## src/rws_pkg.sv

```systemverilog
// constants and helpers for the reset and watchdog supervisor
package rws_pkg;

    // timing base
    localparam int CLK_PERIOD_NS  = 10;
    localparam int TICK_PERIOD_NS = 1_000_000;
    localparam int TICK_CYCLES    = (TICK_PERIOD_NS + CLK_PERIOD_NS - 1) / CLK_PERIOD_NS;
    localparam int TICK_CNT_W     = 17;

    // debounce time in ms ticks
    localparam int           DEBOUNCE_MS    = 10;
    localparam logic [3:0]   DEBOUNCE_TICKS = 4'(DEBOUNCE_MS);

    // reset hold times in ms
    localparam logic [10:0]  HOLD_0_MS = 11'h032;
    localparam logic [10:0]  HOLD_1_MS = 11'h0C8;
    localparam logic [10:0]  HOLD_2_MS = 11'h190;
    localparam logic [10:0]  HOLD_3_MS = 11'h320;

    // watchdog intervals in ms, code 3 is off
    localparam logic [10:0]  WD_0_MS   = 11'h019;
    localparam logic [10:0]  WD_1_MS   = 11'h0C8;
    localparam logic [10:0]  WD_2_MS   = 11'h578;
    localparam logic [1:0]   WD_SEL_OFF = 2'h3;

    // register byte addresses
    localparam logic [3:0]   REG_CTRL       = 4'h0;
    localparam logic [3:0]   REG_STATUS     = 4'h4;
    localparam logic [3:0]   REG_IRQ_STATUS = 4'h8;
    localparam logic [3:0]   REG_IRQ_MASK   = 4'hC;

    // control fields and reset values
    localparam int           CTRL_HOLD_LSB  = 0;
    localparam int           CTRL_WD_LSB    = 2;
    localparam logic [1:0]   HOLD_SEL_RST   = 2'h0;
    localparam logic [1:0]   WD_SEL_RST     = 2'h3;

    // status bits
    localparam int           ST_MAIN_OK     = 0;
    localparam int           ST_SECOND_OK   = 1;
    localparam int           ST_THIRD_OK    = 2;
    localparam int           ST_MANUAL_N    = 3;
    localparam int           ST_WD_EXPIRED  = 4;
    localparam int           ST_SYS_RESET   = 5;

    // interrupt bits
    localparam int           IRQ_W          = 5;
    localparam int           IRQ_MAIN_LOW   = 0;
    localparam int           IRQ_SECOND     = 1;
    localparam int           IRQ_THIRD      = 2;
    localparam int           IRQ_WATCHDOG   = 3;
    localparam int           IRQ_MANUAL     = 4;
    localparam logic [4:0]   IRQ_MASK_RST   = 5'h00;

    typedef enum logic {RST_HOLD, RST_RUN} rws_rst_state_t;

    function automatic logic [10:0] hold_ticks(input logic [1:0] sel);
        case (sel)
            2'h0:    hold_ticks = HOLD_0_MS;
            2'h1:    hold_ticks = HOLD_1_MS;
            2'h2:    hold_ticks = HOLD_2_MS;
            default: hold_ticks = HOLD_3_MS;
        endcase
    endfunction

    function automatic logic [10:0] wd_ticks(input logic [1:0] sel);
        case (sel)
            2'h0:    wd_ticks = WD_0_MS;
            2'h1:    wd_ticks = WD_1_MS;
            default: wd_ticks = WD_2_MS;
        endcase
    endfunction

endpackage

```

## src/rws_debounce.sv

```systemverilog
// manual reset debouncer: low passes at once, high must stay stable
module rws_debounce
    import rws_pkg::*;
(
    input  wire logic i_clk_sys,
    input  wire logic i_nrst,
    input  wire logic i_tick,
    input  wire logic i_raw_n,
    output logic      o_clean_n
);

    logic [3:0] stable_cnt;

    always_ff @(posedge i_clk_sys)
    begin
        if (!i_nrst)
        begin
            o_clean_n  <= 1'b1;
            stable_cnt <= 4'h0;
        end
        else if (!i_raw_n)
        begin
            o_clean_n  <= 1'b0;
            stable_cnt <= 4'h0;
        end
        else if (!o_clean_n && i_tick)
        begin
            if (stable_cnt == DEBOUNCE_TICKS - 4'h1)
                o_clean_n <= 1'b1;
            stable_cnt <= stable_cnt + 4'h1;
        end
    end

endmodule // rws_debounce

```

## src/rws_supervisor.sv

```systemverilog
// reset and watchdog supervisor core with avalon register slave
//
// Design decisions made here: the address map and the Avalon-MM interface to the registers.
module rws_supervisor
    import rws_pkg::*;
#(
    parameter int   P_TICK_CYCLES       = TICK_CYCLES,
    parameter bit   P_RESET_ACTIVE_HIGH = 1'b0
)
(
    input  wire logic        i_clk_sys,
    input  wire logic        i_nrst,
    input  wire logic [3:0]  i_avs_address,
    input  wire logic        i_avs_read,
    input  wire logic        i_avs_write,
    input  wire logic [31:0] i_avs_writedata,
    input  wire logic [3:0]  i_avs_byteenable,
    output logic [31:0]      o_avs_readdata,
    output logic             o_avs_waitrequest,
    input  wire logic        i_main_supply_above,
    input  wire logic        i_second_supply_sense,
    input  wire logic        i_third_supply_sense,
    input  wire logic        i_manual_reset_n,
    input  wire logic        i_wd_sda,
    input  wire logic        i_wd_scl,
    input  wire logic [1:0]  i_nv_wd_sel,
    output logic [1:0]       o_nv_wd_sel,
    output logic             o_nv_store,
    output logic             o_sys_reset_out,
    output logic             o_sys_reset_oe_n,
    output logic             o_early_low_supply_n,
    output logic             o_second_supply_fail_n,
    output logic             o_third_supply_fail_n,
    output logic             o_watchdog_timeout_n,
    output logic             o_irq
);

    logic [TICK_CNT_W-1:0] tick_cnt;
    logic                  tick;
    logic                  mr_clean_n;
    rws_rst_state_t        rst_state;
    logic [10:0]           hold_cnt;
    logic                  rst_active;
    logic                  rst_cause;
    logic [1:0]            hold_sel;
    logic [1:0]            wd_sel;
    logic                  nv_loaded;
    logic [10:0]           wd_cnt;
    logic                  wd_expired;
    logic                  sda_prev;
    logic                  scl_prev;
    logic                  restart_armed;
    logic                  wd_restart;
    logic                  bus_acc;
    logic                  wr_ctrl;
    logic                  wr_irq_stat;
    logic                  wr_irq_mask;
    logic [IRQ_W-1:0]      cond;
    logic [IRQ_W-1:0]      cond_prev;
    logic [IRQ_W-1:0]      irq_stat;
    logic [IRQ_W-1:0]      irq_mask;
    logic [IRQ_W-1:0]      next_irq_stat;
    logic [7:0]            status_byte;
    logic [31:0]           next_readdata;

    // free-running ms tick
    always_ff @(posedge i_clk_sys)
    begin
        if (!i_nrst)
        begin
            tick_cnt <= '0;
            tick     <= 1'b0;
        end
        else if (tick_cnt == TICK_CNT_W'(P_TICK_CYCLES - 1))
        begin
            tick_cnt <= '0;
            tick     <= 1'b1;
        end
        else
        begin
            tick_cnt <= tick_cnt + TICK_CNT_W'(1);
            tick     <= 1'b0;
        end
    end

    rws_debounce u_debounce (
        .i_clk_sys (i_clk_sys),
        .i_nrst    (i_nrst),
        .i_tick    (tick),
        .i_raw_n   (i_manual_reset_n),
        .o_clean_n (mr_clean_n)
    );

    // system reset sequencing
    assign rst_cause  = !i_main_supply_above || !mr_clean_n;
    assign rst_active = (rst_state == RST_HOLD);

    always_ff @(posedge i_clk_sys)
    begin
        if (!i_nrst)
        begin
            rst_state <= RST_HOLD;
            hold_cnt  <= 11'h000;
        end
        else if (rst_cause)
        begin
            rst_state <= RST_HOLD;
            hold_cnt  <= 11'h000;
        end
        else
        begin
            case (rst_state)
                RST_HOLD:
                begin
                    if (tick)
                    begin
                        hold_cnt <= hold_cnt + 11'h001;
                        if (hold_cnt + 11'h001 == hold_ticks(hold_sel))
                            rst_state <= RST_RUN;
                    end
                end
                default:
                    rst_state <= RST_RUN;
            endcase
        end
    end

    // reset pin drive
    always_ff @(posedge i_clk_sys)
    begin
        if (!i_nrst)
        begin
            o_sys_reset_out  <= P_RESET_ACTIVE_HIGH;
            o_sys_reset_oe_n <= 1'b0;
        end
        else if (P_RESET_ACTIVE_HIGH)
        begin
            o_sys_reset_out  <= rst_active;
            o_sys_reset_oe_n <= 1'b0;
        end
        else
        begin
            o_sys_reset_out  <= 1'b0;
            o_sys_reset_oe_n <= !rst_active;
        end
    end

    // supply flags, no hold extension
    always_ff @(posedge i_clk_sys)
    begin
        if (!i_nrst)
        begin
            o_early_low_supply_n   <= 1'b0;
            o_second_supply_fail_n <= 1'b0;
            o_third_supply_fail_n  <= 1'b0;
        end
        else
        begin
            o_early_low_supply_n   <= i_main_supply_above;
            o_second_supply_fail_n <= i_second_supply_sense;
            o_third_supply_fail_n  <= i_third_supply_sense;
        end
    end

    // watchdog restart: sda falls with scl, then stop
    always_ff @(posedge i_clk_sys)
    begin
        if (!i_nrst)
        begin
            sda_prev      <= 1'b1;
            scl_prev      <= 1'b1;
            restart_armed <= 1'b0;
            wd_restart    <= 1'b0;
        end
        else
        begin
            sda_prev   <= i_wd_sda;
            scl_prev   <= i_wd_scl;
            wd_restart <= 1'b0;
            if (sda_prev && !i_wd_sda && scl_prev && !i_wd_scl)
                restart_armed <= 1'b1;
            else if (restart_armed && scl_prev && i_wd_scl && !sda_prev && i_wd_sda)
            begin
                restart_armed <= 1'b0;
                wd_restart    <= 1'b1;
            end
        end
    end

    // watchdog counter
    always_ff @(posedge i_clk_sys)
    begin
        if (!i_nrst)
        begin
            wd_cnt     <= 11'h000;
            wd_expired <= 1'b0;
        end
        else if (wd_sel == WD_SEL_OFF || rst_active || wd_restart)
        begin
            wd_cnt     <= 11'h000;
            wd_expired <= 1'b0;
        end
        else if (tick && !wd_expired)
        begin
            wd_cnt <= wd_cnt + 11'h001;
            if (wd_cnt + 11'h001 == wd_ticks(wd_sel))
                wd_expired <= 1'b1;
        end
    end

    always_ff @(posedge i_clk_sys)
    begin
        if (!i_nrst)
            o_watchdog_timeout_n <= 1'b1;
        else
            o_watchdog_timeout_n <= !wd_expired;
    end

    // avalon slave handshake
    assign bus_acc     = (i_avs_read || i_avs_write) && o_avs_waitrequest;
    assign wr_ctrl     = bus_acc && i_avs_write && i_avs_byteenable[0] && i_avs_address == REG_CTRL;
    assign wr_irq_stat = bus_acc && i_avs_write && i_avs_byteenable[0] && i_avs_address == REG_IRQ_STATUS;
    assign wr_irq_mask = bus_acc && i_avs_write && i_avs_byteenable[0] && i_avs_address == REG_IRQ_MASK;

    always_ff @(posedge i_clk_sys)
    begin
        if (!i_nrst)
        begin
            o_avs_waitrequest <= 1'b1;
            o_avs_readdata    <= 32'h00000000;
        end
        else if (bus_acc)
        begin
            o_avs_waitrequest <= 1'b0;
            o_avs_readdata    <= i_avs_read ? next_readdata : 32'h00000000;
        end
        else
            o_avs_waitrequest <= 1'b1;
    end

    // control register and nonvolatile watchdog setting
    always_ff @(posedge i_clk_sys)
    begin
        if (!i_nrst)
        begin
            hold_sel    <= HOLD_SEL_RST;
            wd_sel      <= WD_SEL_RST;
            nv_loaded   <= 1'b0;
            o_nv_wd_sel <= WD_SEL_RST;
            o_nv_store  <= 1'b0;
        end
        else
        begin
            o_nv_store <= 1'b0;
            if (!nv_loaded)
            begin
                nv_loaded   <= 1'b1;
                wd_sel      <= i_nv_wd_sel;
                o_nv_wd_sel <= i_nv_wd_sel;
            end
            else if (wr_ctrl)
            begin
                hold_sel    <= i_avs_writedata[CTRL_HOLD_LSB +: 2];
                wd_sel      <= i_avs_writedata[CTRL_WD_LSB +: 2];
                o_nv_wd_sel <= i_avs_writedata[CTRL_WD_LSB +: 2];
                o_nv_store  <= 1'b1;
            end
        end
    end

    // interrupt events on condition onset, set wins over clear
    always_comb
    begin
        cond                = '0;
        cond[IRQ_MAIN_LOW]  = !i_main_supply_above;
        cond[IRQ_SECOND]    = !i_second_supply_sense;
        cond[IRQ_THIRD]     = !i_third_supply_sense;
        cond[IRQ_WATCHDOG]  = wd_expired;
        cond[IRQ_MANUAL]    = !mr_clean_n;
        next_irq_stat       = irq_stat;
        if (wr_irq_stat)
            next_irq_stat = irq_stat & ~i_avs_writedata[IRQ_W-1:0];
        next_irq_stat = next_irq_stat | (cond & ~cond_prev);
    end

    always_ff @(posedge i_clk_sys)
    begin
        if (!i_nrst)
        begin
            cond_prev <= '0;
            irq_stat  <= '0;
            irq_mask  <= IRQ_MASK_RST;
            o_irq     <= 1'b0;
        end
        else
        begin
            cond_prev <= cond;
            irq_stat  <= next_irq_stat;
            if (wr_irq_mask)
                irq_mask <= i_avs_writedata[IRQ_W-1:0];
            o_irq <= |(irq_stat & irq_mask);
        end
    end

    // read decode
    always_comb
    begin
        status_byte                = 8'h00;
        status_byte[ST_MAIN_OK]    = i_main_supply_above;
        status_byte[ST_SECOND_OK]  = i_second_supply_sense;
        status_byte[ST_THIRD_OK]   = i_third_supply_sense;
        status_byte[ST_MANUAL_N]   = mr_clean_n;
        status_byte[ST_WD_EXPIRED] = wd_expired;
        status_byte[ST_SYS_RESET]  = rst_active;
        if (i_avs_address == REG_CTRL)
            next_readdata = {28'h0000000, wd_sel, hold_sel};
        else if (i_avs_address == REG_STATUS)
            next_readdata = {24'h000000, status_byte};
        else if (i_avs_address == REG_IRQ_STATUS)
            next_readdata = {27'h0000000, irq_stat};
        else if (i_avs_address == REG_IRQ_MASK)
            next_readdata = {27'h0000000, irq_mask};
        else
            next_readdata = 32'h00000000;
    end
endmodule // rws_supervisor

```

## config.mk

```make
export PLATFORM = sky130hd
export DESIGN_NAME = rws_supervisor
export DESIGN_NICKNAME = d
export VERILOG_FILES = /design/src/rws_pkg.sv /design/src/rws_debounce.sv /design/src/rws_supervisor.sv
export SDC_FILE = /design/constraint.sdc
export NUM_CORES = 1
export LEC_CHECK = 0
export ABC_AREA = 1
export BUFFER_PORTS_ARGS = -buffer_cell sky130_fd_sc_hd__buf_2
export CAP_MARGIN = 20
export CORE_ASPECT_RATIO = 0.6
export CORE_MARGIN = 3
export CORE_UTILIZATION = 40
export CTS_CLUSTER_SIZE = 8
export DETAILED_ROUTE_END_ITERATION = 6
export GPL_ROUTABILITY_DRIVEN = 1
export PLACE_DENSITY = 0.61
export REMOVE_ABC_BUFFERS = 1
export SLEW_MARGIN = 20
export SYNTH_ARGS = -nofsm -noshare
export SYNTH_HDL_FRONTEND = slang
export SYNTH_SLANG_ARGS = --single-unit
```

## constraint.sdc

```tcl
create_clock -name i_clk_sys -period 3.6 [get_ports i_clk_sys]
set_input_delay 0 -clock i_clk_sys [delete_from_list [all_inputs] [get_ports i_clk_sys]]
set_output_delay 0 -clock i_clk_sys [all_outputs]
set_load 0.01 [all_outputs]
```

---- After elaboration in Yosys (flattened, before gate mapping) ----
Index checks and enable logic that the tools add are counted.
operators by class
  $add $sub $neg .......................... 4
  equality and inequality tests ........... 14
  multiplexer cells ....................... 30
  bitwise logic cells ..................... 8
  reductions and logical operators ........ 42
operator list
  cell                                                             count
  11-bit two-way mux                                               7
  32-bit two-way mux                                               1
  10-bit one-hot mux with 3 select lines                           1
  11-bit by 1-bit adder with 11-bit output, second input constant  2
  11-bit == test                                                   2
  11-bit one-hot mux with 2 select lines                           1
  17-bit by 1-bit adder with 17-bit output, second input constant  1
  17-bit == test, second input constant                            1
  5-bit AND                                                        3
  1-bit logical AND                                                15
  5-bit two-way mux                                                3
  1-bit two-way mux                                                13
  4-bit == test, second input constant                             3
  6-bit two-way mux                                                2
  2-bit AND reduction                                              6
  5-bit NOT                                                        2
  1-bit logical NOT                                                8
  2-bit OR reduction                                               4
  2-bit by 1-bit != test with 1-bit output, second input constant  3
  5-bit bitwise OR                                                 1
  5-bit OR reduction                                               1
  4-bit by 1-bit adder with 4-bit output, second input constant    1
  2-bit by 1-bit == test with 1-bit output, second input constant  2
  2-bit == test, second input constant                             2
  other kinds (7)                                                  13
word-level totals
  flip-flop bits (word level) ............. 111
  bits of input ports ..................... 52
  output and inout port bits .............. 43
  logic and storage cells ................. 125

---- Longest topological paths before layout ----
Gate-level depths: netlist of run 1.
  depth in word-level cells ............... 10
  gate-level depth with buffers ........... 12
  depth with buffers taken out ............ 12

---- Hierarchy ----
Synthesis of run 1 repeated with hierarchy kept, for this count alone.
second synthesis, totals
  cells, all modules ...................... 625
  area total of the unflattened synthesis .. 4374.2 um2
modules (own cells, without submodules)
  module          times used  cells each  area an instance (um2)
  rws_supervisor  1           589         4119.0
  rws_debounce    1           36          255.2

---- Least setup slack after synthesis of run 1 ----
Ideal clock, no wire load.
  path kind ............................... reg2reg
  from .................................... reg wd_cnt[0]
  to ...................................... reg wd_expired
  library setup time ...................... 67 ps
  arrival time ............................ 1455 ps
  required time ........................... 3533 ps
  slack ................................... 2078 ps
  stages on the path, launching flop included .. 12
  buffers on the path ..................... 0
  path through ............................ dfxtp_1 > ha_1 > nand2_1 > nor2_1 > nand2_1 > o21ai_0 > nand2_1 > nor2_1 > nand2_1 > nand2_1 > nand2_1 > a21oi_2
between the ends
  longest elaborated chain between the ends .. 3
ends and longest elaborated chain
  what                                      RTL line               text
  start: declaration                        rws_supervisor.sv:48   logic [10:0] wd_cnt;
  start signal: assignment                  rws_supervisor.sv:205  wd_cnt <= wd_cnt + 11'h001;
  11-bit by 1-bit adder with 11-bit output  rws_supervisor.sv:206  if (wd_cnt + 11'h001 == wd_ticks(wd_sel))
  11-bit == test                            rws_supervisor.sv:206
  2-bit AND reduction (no source line)      -
  end signal: assignment                    rws_supervisor.sv:196  wd_expired <= 1'b0;
  end signal: assignment                    rws_supervisor.sv:201  wd_expired <= 1'b0;
  end signal: assignment                    rws_supervisor.sv:207  wd_expired <= 1'b1;
  end: declaration                          rws_supervisor.sv:49   logic wd_expired;
No other way between the ends.
A chain may end at the register's enable or synchronous reset.

==> flow_metrics.env, run 1 <==
export IMPL_syn_avg_cell_area_um2=7.083
export IMPL_die_y_um=86.50
export IMPL_final_max_slew_viol_count=0
export IMPL_syn_inst=610
export IMPL_drtIter0Drc=341
export IMPL_maxSlewHeadroom_pct=47.88
export IMPL_worstSetupPathType="primary input to flop"
export IMPL_ys_warn_count=0
export IMPL_drive_gt1_share_pct=11.28
export IMPL_worstMarginPinSlew_ns=0.7809
export IMPL_clkPwrFrac_pct=47.5
export IMPL_final_nets=721
export IMPL_p_leak_nw=2.197
export IMPL_synth_async_reset_ratio_pct=0
export IMPL_ant_nets=0
export IMPL_p_sw_w=0.0004664
export IMPL_postCtsSetupBuffers=0
export IMPL_period_share_pct=56.55
export IMPL_fin_skew_ns=0.005532
export IMPL_grt_max_degree=24
export IMPL_syn_cell_area_mm2=0.004320
export IMPL_dieArea_mm2=0.01212
export IMPL_vdd_drop_max_v=0.0002562
export IMPL_worstHoldPathType="primary input to flop"
export IMPL_swShare_pct=22.46
export IMPL_htree_levels=3
export IMPL_antenna_found_initial=0
export IMPL_seqPwrFrac_pct=46.9
export IMPL_ys_flop_type="dfxtp_1"
export IMPL_routedWlPerCell_um=12.40
export IMPL_p_int_w=0.001611
export IMPL_wirelength_um=9923
export IMPL_p_total_w=0.002077
export IMPL_grt_pass1_vias=3470
export IMPL_initial_core_util_pct=42.38
export IMPL_postPlaceCellArea_mm2=0.004519
export IMPL_max_cap_viol_count=0
export IMPL_cp_max_fo=23
export IMPL_cts_buffers=9
export IMPL_grt_pass1_wl_um=16700
export IMPL_power_density_mw_per_mm2=417.4
export IMPL_core_area_mm2=0.01019
export IMPL_placed_cells=770
export IMPL_track_usage_pct=16.96
export IMPL_synth_seq_area_share_pct=39.39
export IMPL_grt_setup_unrepaired="false"
export IMPL_cts_tree="built"
export IMPL_cp_arrival_ns=2.26
export IMPL_hold_viol=0
export IMPL_ys_ff_latch=85
export IMPL_fin_crit_ns=2.036
export IMPL_cp_end_kind="flop"
export IMPL_cp_required_ns=3.82
export IMPL_synth_cell_types=41
export IMPL_portBuffers=37
export IMPL_synth_edf_count=0
export IMPL_drc=0
export IMPL_worstSkewPairLatency_ns=0.33
export IMPL_utilization_pct=48.81
export IMPL_vias=3894
export IMPL_cts_root_buf="clkbuf_16"
export IMPL_pwr_share_comb_pct=5.6
export IMPL_stdcell_count=800
export IMPL_clock_path_buffers=2
export IMPL_cts_resized=0
export IMPL_synthToLayoutAreaGrowth_pct=15.18
export IMPL_io_pins=95
export IMPL_die_x_um=140.2
export IMPL_firstDrtPassIters=5
export IMPL_postLayoutCellArea_mm2=0.004976
export IMPL_row_count=28
export IMPL_cp_start_kind="primary input"
export IMPL_status="complete, no violations"
export IMPL_via_per_inst=4.868
export IMPL_clk_pin_slew_worst_paths_ns=0.06
export IMPL_gp_congestion=0.8834
export IMPL_finalSetupTns_ns=0
export IMPL_setup_viol=0
export IMPL_clkSinkCount=85
export IMPL_fmax_mhz=491.2
export IMPL_grt_overflow_total=0
export IMPL_antenna_cells=0
export IMPL_hpwl_um=7626
## power groups by stage
stage,Sequential [W],Combinational (W),Clock [W]
final,0.000975,0.000116,0.000986
after global routing,0.000977,0.000131,0.00104
after CTS,0.000975,0.000115,0.00101
after detailed placement,0.000995,0.000103,0
after global placement,0.000995,0.000102,0
after floorplan,0.000994,0.0000606,0
## final timing paths
| path | start | to | slack, ns | cells after the start |
|---|---|---|---|---|
| worst max-delay path | i_nrst | wd_sel[0] | 1.56 | 6 |
| worst min-delay path | i_manual_reset_n | u_debounce.stable_cnt[2] | 0.02 | 3 |
| worst max register to register | tick | hold_cnt[7] | 1.69 | 6 |
| worst min register to register | cond_prev[4] | irq_stat[4] | 0.42 | 1 |
## routing by layer
| layer | share of wire [%] | vias up | GRT usage [%] |
|---|---|---|---|
| met5 | 0 | - | 0 |
| met4 | 0.27 | 0 | 3.694 |
| met3 | 8.0 | 4 | 4.961 |
| met2 | 40 | 141 | 23.13 |
| met1 | 52 | 1740 | 26.06 |
| li1 | - | 2009 | - |
## cells by family (layout without fill, tap and decap cells)
group	after synthesis	after routing	synth area share, %
AO/OA/AOI/OAI	105	105	13.41
XOR/XNOR	12	12	2.607
adder cells (fa/ha/maj)	9	9	2.606
buffers and inverters	137	166	14.45
flip-flops	85	85	39.39
other	1	27	0.08680
AND/OR/NAND/NOR	261	261	27.45
## critical path, stage by stage
cell and delay (ns):
dlygate4sd3_1 0.53, buf_2 0.34, inv_1 0.45, a21oi_1 0.25
o211ai_1 0.11, dlygate4sd3_1 0.56
## sequential cells by signal, summed over array words and instances, names as in the netlist, 2 cells and up
| register | flops |
|---|---|
| o_avs_readdata | 6 |
| u_debounce.stable_cnt | 4 |
| wd_sel | 2 |
| hold_sel | 2 |
| irq_stat | 5 |
| wd_cnt | 11 |
| cond_prev | 5 |
| tick_cnt | 17 |
| hold_cnt | 11 |
| irq_mask | 5 |
## cell usage after synthesis, types with 3 or more instances
library cell | count | area, um^2
a21oi_1 | 38 | 190.2
a31oi_1 | 4 | 25.02
buf_2 | 4 | 20.02
buf_4 | 28 | 210.2
clkbuf_1 | 6 | 22.52
dfxtp_1 | 85 | 1702
ha_1 | 9 | 112.6
inv_1 | 98 | 367.9
nand2_1 | 118 | 442.9
nand2_2 | 3 | 18.77
nand3_1 | 37 | 185.2
nand3_2 | 3 | 30.03
nand4_1 | 15 | 93.84
nor2_1 | 58 | 217.7
nor2_2 | 5 | 31.28
nor2_4 | 4 | 45.04
nor3_1 | 5 | 25.02
nor3b_1 | 4 | 30.03
o211ai_1 | 6 | 45.04
o21ai_0 | 42 | 210.2
o22ai_1 | 5 | 31.28
or2_2 | 3 | 18.77
xnor2_1 | 3 | 26.28
xor2_1 | 8 | 70.07
## placed cells by master (no fill, tap or decap), drive strengths merged
cell type    Yosys  routed
nand2          122     122
inv             99      99
dfxtp           85      85
nor2            67      67
o21ai           43      43
nand3           40      40
a21oi           39      39
buf             32      37
conb             1      27
nand4           15      15
dlygate4sd3      0      14
clkbuf           6      10
ha               9       9
xor2             9       9
o211ai           6       6
nor3             6       6
o22ai            5       5
a31oi            4       4
nor3b            4       4
or2              4       4
clkinv           0       4
xnor2            3       3
nor4             2       2
a211oi           2       2
bufinv           0       2
o21bai           1       1
a22oi            1       1
nand3b           1       1
a221oi           1       1
o2111ai          1       1
o21a             1       1
o221ai           1       1
## cell type report
| type | count | area (um^2) |
|---|---|---|
| Timing Repair Buffer | 51 | 325.3 |
| Clock buffer | 10 | 229.0 |
| Tap cell | 135 | 168.9 |
| Clock inverter | 6 | 87.58 |
| Sequential cell | 85 | 1702 |
| Multi-Input combinational cell | 414 | 2092 |
| Fill cell | 1025 | 5219 |
| Inverter | 99 | 371.6 |
## through the flow
stage	hold slack, ns	setup WS (ns)
6_report	0.01933	1.564
5_1_grt	0.04466	1.423
4_1_cts	0.01054	1.598
3_5_place_dp	0.2059	1.716
3_3_place_gp	0.1989	1.782
2_1_floorplan	0.02772	2.074
## what timing repair did
action | CTS | global route
hold buffers | 14 | 0
endpoints found under the hold margin | 21 | 0
setup endpoints to repair | 0 | 0
(Power assumes the default switching activity.)
==> run 2, diff against run 1 <==
--- a/config.mk
+++ b/config.mk
@@ -5,7 +5,7 @@
 export SDC_FILE = /design/constraint.sdc
 export NUM_CORES = 1
 export LEC_CHECK = 0
-export ABC_AREA = 1
+export ABC_AREA = 0
 export BUFFER_PORTS_ARGS = -buffer_cell sky130_fd_sc_hd__buf_2
 export CAP_MARGIN = 20
 export CORE_ASPECT_RATIO = 0.6
==> constraint.sdc (replaced) <==
create_clock -name i_clk_sys -period 2 [get_ports i_clk_sys]
set_input_delay 0 -clock i_clk_sys [delete_from_list [all_inputs] [get_ports i_clk_sys]]
set_output_delay 0 -clock i_clk_sys [all_outputs]
set_load 0.01 [all_outputs]
==> flow_metrics.env, run 2 <==
export IMPL_ant_nets=0
export IMPL_row_count=28
export IMPL_die_x_um=139.0
export IMPL_grt_overflow_total=0
export IMPL_clkSinkCount=85
export IMPL_grt_pass1_wl_um=15730
export IMPL_layout_commonest_cell="dfxtp_1"
export IMPL_dieArea_mm2=0.01192
export IMPL_synth_async_reset_ratio_pct=0
export IMPL_period_share_pct=90.31
export IMPL_antenna_found_initial=0
export IMPL_ys_flop_type="dfxtp_1"
export IMPL_pwr_share_comb_pct=5.7
export IMPL_synth_area_leaders="dfxtp_1, nor2_1, xor2_1"
export IMPL_final_nets=615
export IMPL_mostFrequentLayoutCells="dfxtp_1, nor2_1, nand2_1, buf_2, xor2_1"
export IMPL_status="complete, no violations"
export IMPL_ys_ff_latch=85
export IMPL_worstSetupPathType="flop to flop"
export IMPL_drtIter0Drc=239
export IMPL_maxSlewHeadroom_pct=61.21
export IMPL_power_density_mw_per_mm2=771.7
export IMPL_worstMarginPinSlew_ns=0.5775
export IMPL_grt_max_degree=32
export IMPL_clkPwrFrac_pct=49.3
export IMPL_synthToLayoutAreaGrowth_pct=18.87
export IMPL_final_max_slew_viol_count=0
export IMPL_seqPwrFrac_pct=45.0
export IMPL_cts_root_buf="clkbuf_16"
export IMPL_firstDrtPassIters=5
export IMPL_synth_edf_count=0
export IMPL_utilization_pct=49.99
export IMPL_cp_start_kind="flop"
export IMPL_hold_viol=0
export IMPL_routedWlPerCell_um=13.41
export IMPL_syn_cell_area_mm2=0.004243
export IMPL_cp_end_kind="flop"
export IMPL_postLayoutCellArea_mm2=0.005044
export IMPL_crit_reg2reg_launch="hold_cnt[6]"
export IMPL_p_int_w=0.003080
export IMPL_clock_path_buffers=2
export IMPL_p_leak_nw=1.991
export IMPL_portBuffers=37
export IMPL_setup_ws_ns=0.1939
export IMPL_setup_viol=0
export IMPL_vias=3448
export IMPL_hpwl_um=6859
export IMPL_drc=0
export IMPL_gp_congestion=0.8580
export IMPL_synth_cell_types=56
export IMPL_worstHoldPathType="primary input to flop"
export IMPL_worstSkewPairLatency_ns=0.33
export IMPL_ys_warn_count=0
export IMPL_p_total_w=0.003892
export IMPL_crit_start="hold_cnt[6]"
export IMPL_syn_inst=493
export IMPL_synth_most_common_cell="dfxtp_1"
export IMPL_cts_buffers=9
export IMPL_largest_register="tick_cnt"
export IMPL_drive_gt1_share_pct=13.60
export IMPL_finalSetupTns_ns=0
export IMPL_max_cap_viol_count=0
export IMPL_rrSetupSlack_ns=0.19
export IMPL_syn_avg_cell_area_um2=8.606
export IMPL_antenna_cells=0
export IMPL_grt_pass1_vias=3189
export IMPL_io_pins=95
export IMPL_postPlaceCellArea_mm2=0.004513
export IMPL_die_y_um=85.78
export IMPL_cp_arrival_ns=2.02
export IMPL_cts_tree="built"
export IMPL_cp_max_fo=10
export IMPL_via_per_inst=4.968
export IMPL_fin_skew_ns=0.003996
export IMPL_fin_crit_ns=1.806
export IMPL_synth_area_leader_cell="dfxtp_1"
export IMPL_cp_required_ns=2.21
export IMPL_htree_levels=3
export IMPL_swShare_pct=20.86
export IMPL_largest_reg_flops=17
export IMPL_vdd_drop_max_v=0.0005338
export IMPL_top_regs="tick_cnt (17), hold_cnt (11), wd_cnt (11)"
export IMPL_grt_setup_unrepaired="false"
export IMPL_min_from="i_avs_address[0]"
export IMPL_clk_pin_slew_worst_paths_ns=0.06
export IMPL_core_area_mm2=0.01009
export IMPL_synth_common_cells="dfxtp_1, nor2_1, nand2_1"
export IMPL_p_sw_w=0.0008119
export IMPL_fmax_mhz=553.7
export IMPL_initial_core_util_pct=42.05
export IMPL_track_usage_pct=16.02
export IMPL_synth_top_area_share_pct=40.11
export IMPL_wirelength_um=9309
export IMPL_synth_seq_area_share_pct=40.11
export IMPL_dp_slack_ns=0.2174
## run 2: cell types whose count changed in the layout (fill, tap and decap cells not counted), sizes merged, moves of 7 or more
cell | before | now
nand3 | 40 | 27
mux2i | 0 | 18
nor3 | 6 | 13
o21ai | 43 | 13
a21oi | 39 | 13
buf | 37 | 51
nand2 | 122 | 38
xnor2 | 3 | 26
a22oi | 1 | 10
nor2b | 0 | 18
inv | 99 | 16
xor2 | 9 | 28
## run 2: stage by stage
stage               std cells  hold slack (ns)
floorplan                 475          0.02772
global placement          661           0.2082
detailed placement        661           0.2184
CTS                       694           0.1179
global route              694           0.1435
finish                    694           0.1300
## run 2: routing by layer
layer	up-vias	global-route usage (%)	routed length [um]	share of wire, %
li1	1748	-	-	-
met1	1585	23.69	4942	53
met2	109	23.07	3655	39
met3	6	5.515	674	7.2
met4	0	2.131	36	0.39
met5	-	0	0	0
## run 2: critical path, cell delays in order (launching register included)
cell,delay (ns)
dfxtp_1,0.52
nand3_1,0.26
nor3_1,0.29
xor2_1,0.16
nor3_1,0.06
a211oi_1,0.27
o31ai_1,0.12
## run 2: layout make-up
| class | count | area, um^2 |
|---|---|---|
| Clock buffer | 11 | 242.7 |
| Inverter | 16 | 60.06 |
| Multi-Input combinational cell | 374 | 2302 |
| Clock inverter | 5 | 107.6 |
| Fill cell | 980 | 5046 |
| Timing Repair Buffer | 68 | 460.4 |
| Sequential cell | 85 | 1702 |
| Tap cell | 135 | 168.9 |
## run 2: path summary, 6_finish.rpt
kind                            end  cells past startpoint
hold reg to reg          wd_restart                      2
hold / removal    o_avs_readdata[2]                      4
setup / recovery          rst_state                      6
setup reg to reg          rst_state                      6
## run 2: cells by family (layout without fill, tap and decap cells)
family	count (synthesis)	count (layout)	share of synthesized area (%)
compound gates	56	56	8.640
xor+xnor	54	54	11.15
fa+ha+maj	10	10	2.890
buf+inv	60	100	8.168
flops	85	85	40.11
mux	18	18	4.246
other cells	1	27	0.08838
simple gates	209	209	24.71
## run 2: what timing repair did
item	4_1_cts	5_1_grt
endpoints found under the hold margin	22	0
hold buffers	17	0
resized for setup	0	2
setup buffers	0	0
endpoints found under the setup margin	0	2
## run 2: power by group through the flow
stage / clock, W / sequential (W) / combinational [W]
after floorplan: 0 / 0.00179 / 0.000102
after global placement: 0 / 0.00179 / 0.000190
after detailed placement: 0 / 0.00179 / 0.000192
after CTS: 0.00197 / 0.00175 / 0.000221
after global routing: 0.00203 / 0.00175 / 0.000248
final: 0.00192 / 0.00175 / 0.000222
==> run 3, diff against run 2 <==
--- a/config.mk
+++ b/config.mk
@@ -14,7 +14,7 @@
 export CTS_CLUSTER_SIZE = 8
 export DETAILED_ROUTE_END_ITERATION = 6
 export GPL_ROUTABILITY_DRIVEN = 1
-export PLACE_DENSITY = 0.61
+export PLACE_DENSITY = 0.6
 export REMOVE_ABC_BUFFERS = 1
 export SLEW_MARGIN = 20
 export SYNTH_ARGS = -nofsm -noshare
==> flow_metrics.env, run 3 (synthesis gave the netlist of run 2 again) <==
export IMPL_clkPwrFrac_pct=42.7
export IMPL_fillCellCount=988
export IMPL_cts_root_buf="clkbuf_16"
export IMPL_maxSlewHeadroom_pct=62.31
export IMPL_hpwl_um=6864
export IMPL_wirelength_um=9380
export IMPL_worst_r2r_path_depth=7
export IMPL_crit_reg2reg_launch="wd_cnt[0]"
export IMPL_rrSetupSlack_ns=0.12
export IMPL_path_delay_family="simple AND/OR/NAND/NOR gates"
export IMPL_routedWlPerCell_um=13.59
export IMPL_min_to="o_avs_readdata[1]"
export IMPL_crit_chain="ha_1, nand3_1, nor2_1, xor2_1, nand4_1, o31a_1, o22ai_1"
export IMPL_cp_end_kind="flop"
export IMPL_via_per_inst=4.946
export IMPL_max_cap_viol_count=0
export IMPL_pwr_share_comb_pct=6.2
export IMPL_ant_nets=0
export IMPL_drive_gt1_share_pct=13.33
export IMPL_grt_setup_unrepaired="false"
export IMPL_cp_max_fo=8
export IMPL_min_from="i_avs_address[1]"
export IMPL_whs_ns=0.1312
export IMPL_p_sw_w=0.0007730
export IMPL_top_regs="tick_cnt (17), hold_cnt (11), wd_cnt (11)"
export IMPL_largest_register="tick_cnt"
export IMPL_cp_slowest_cell="dfxtp_1"
export IMPL_grt_pass1_vias=3204
export IMPL_clock_path_buffers=2
export IMPL_die_y_um=85.78
export IMPL_clkSinkCount=85
export IMPL_layout_commonest_cell="dfxtp_1"
export IMPL_die_x_um=139.0
export IMPL_clk_pin_slew_worst_paths_ns=0.06
export IMPL_grt_pass1_wl_um=15790
export IMPL_grt_max_degree=23
export IMPL_cpPeakStageDelay_ns=0.51
export IMPL_worstHoldPathType="primary input to flop"
export IMPL_core_area_mm2=0.01009
export IMPL_initial_core_util_pct=42.05
export IMPL_cts_tree="built"
export IMPL_htree_levels=3
export IMPL_cp_required_ns=2.26
export IMPL_worstSetupPathType="flop to flop"
export IMPL_postCtsSetupBuffers=0
export IMPL_setup_viol=0
export IMPL_final_max_slew_viol_count=0
export IMPL_final_nets=614
export IMPL_fin_crit_ns=1.877
export IMPL_cts_buffers=9
export IMPL_finalSetupTns_ns=0
export IMPL_antenna_cells=0
export IMPL_p_int_w=0.002665
export IMPL_gp_congestion=0.8582
export IMPL_period_share_pct=93.87
export IMPL_r2r_end="wd_expired"
export IMPL_io_pins=95
export IMPL_hold_viol=0
export IMPL_largest_reg_flops=17
export IMPL_fin_skew_ns=0.005486
export IMPL_grt_overflow_total=0
export IMPL_hold_depth=4
export IMPL_cp_start_kind="flop"
export IMPL_drtIter0Drc=239
export IMPL_firstDrtPassIters=4
export IMPL_p_leak_nw=1.948
export IMPL_vias=3413
export IMPL_worstMarginPinSlew_ns=0.5610
export IMPL_worstSkewPairLatency_ns=0.34
export IMPL_seqPwrFrac_pct=51.1
export IMPL_dieArea_mm2=0.01192
export IMPL_row_count=28
export IMPL_drc=0
export IMPL_mostFrequentLayoutCells="dfxtp_1, nor2_1, nand2_1, buf_2, xor2_1"
export IMPL_track_usage_pct=16.41
export IMPL_crit_buf_inv=0
export IMPL_synthToLayoutAreaGrowth_pct=16.22
export IMPL_portBuffers=37
export IMPL_swShare_pct=22.48
export IMPL_power_density_mw_per_mm2=697.2
export IMPL_vdd_drop_max_v=0.0003669
export IMPL_fmax_mhz=532.7
export IMPL_cp_arrival_ns=2.14
export IMPL_status="complete, no violations"
export IMPL_antenna_found_initial=0
-- run 3: timing repair --
| item | in CTS | in global routing |
|---|---|---|
| setup endpoints to repair | 0 | 2 |
| hold buffers | 16 | 0 |
| gates resized for setup | 0 | 2 |
| hold endpoints to repair | 27 | 0 |
-- run 3: power groups by stage --
stage          sequential [W]  clock, W  combinational [W]
2_1_floorplan         0.00179         0           0.000102
3_3_place_gp          0.00179         0           0.000186
3_5_place_dp          0.00179         0           0.000187
4_1_cts               0.00175   0.00152           0.000213
5_1_grt               0.00176   0.00159           0.000239
6_report              0.00176   0.00147           0.000215
-- run 3: metal layers --
metal / vias to the layer above / GRT usage [%] / share of wire, %
met5: - / 0 / 0
met4: 0 / 4.529 / 1.3
met3: 11 / 5.348 / 7.2
met2: 99 / 23.51 / 39
met1: 1554 / 23.63 / 53
li1: 1749 / - / -
-- run 3: worst min-delay path, delay by kind of cell --
family                 cells  cell delay, ns
buffers and inverters      1            0.11
AND/OR/NAND/NOR            2            0.16
AO/OA/AOI/OAI              1            0.15
-- run 3: how the worst max path moves through the flow --
stage	startpoint	end	slack [ns]	cells past startpoint
floorplan	hold_cnt[0]	hold_cnt[10]	0.28	7
global placement	hold_sel[0]	rst_state	0.24	8
detailed placement	hold_sel[0]	rst_state	0.18	7
CTS	wd_cnt[0]	wd_expired	0.16	7
global route	wd_cnt[0]	wd_expired	0.002	7
finish	wd_cnt[0]	wd_expired	0.12	7
-- run 3: final cells by class --
cell class	count	area, um^2	area share [%]
multi-input combinational	374	2295	46.54
clock inverter	3	15.01	0.3045
timing repair buffer	67	450.4	9.135
inverter	16	60.06	1.218
tap	135	168.9	3.426
clock buffer	10	239.0	4.846
sequential	85	1703	34.53
-- run 3: through the flow --
| step | worst slack, ns | total power [W] | std cells | instance area, um^2 | utilization [%] |
|---|---|---|---|---|---|
| final | 0.1226 | 0.003438 | 690 | 4931 | 48.87 |
| after global routing | 0.002420 | 0.003592 | 690 | 4931 | 48.87 |
| after CTS | 0.1613 | 0.003489 | 690 | 4927 | 48.83 |
| after detailed placement | 0.1787 | 0.001979 | 661 | 4513 | 44.73 |
| after global placement | 0.2358 | 0.001975 | 661 | 4513 | 44.73 |
| after floorplan | 0.2819 | 0.001890 | 475 | 4054 | - |
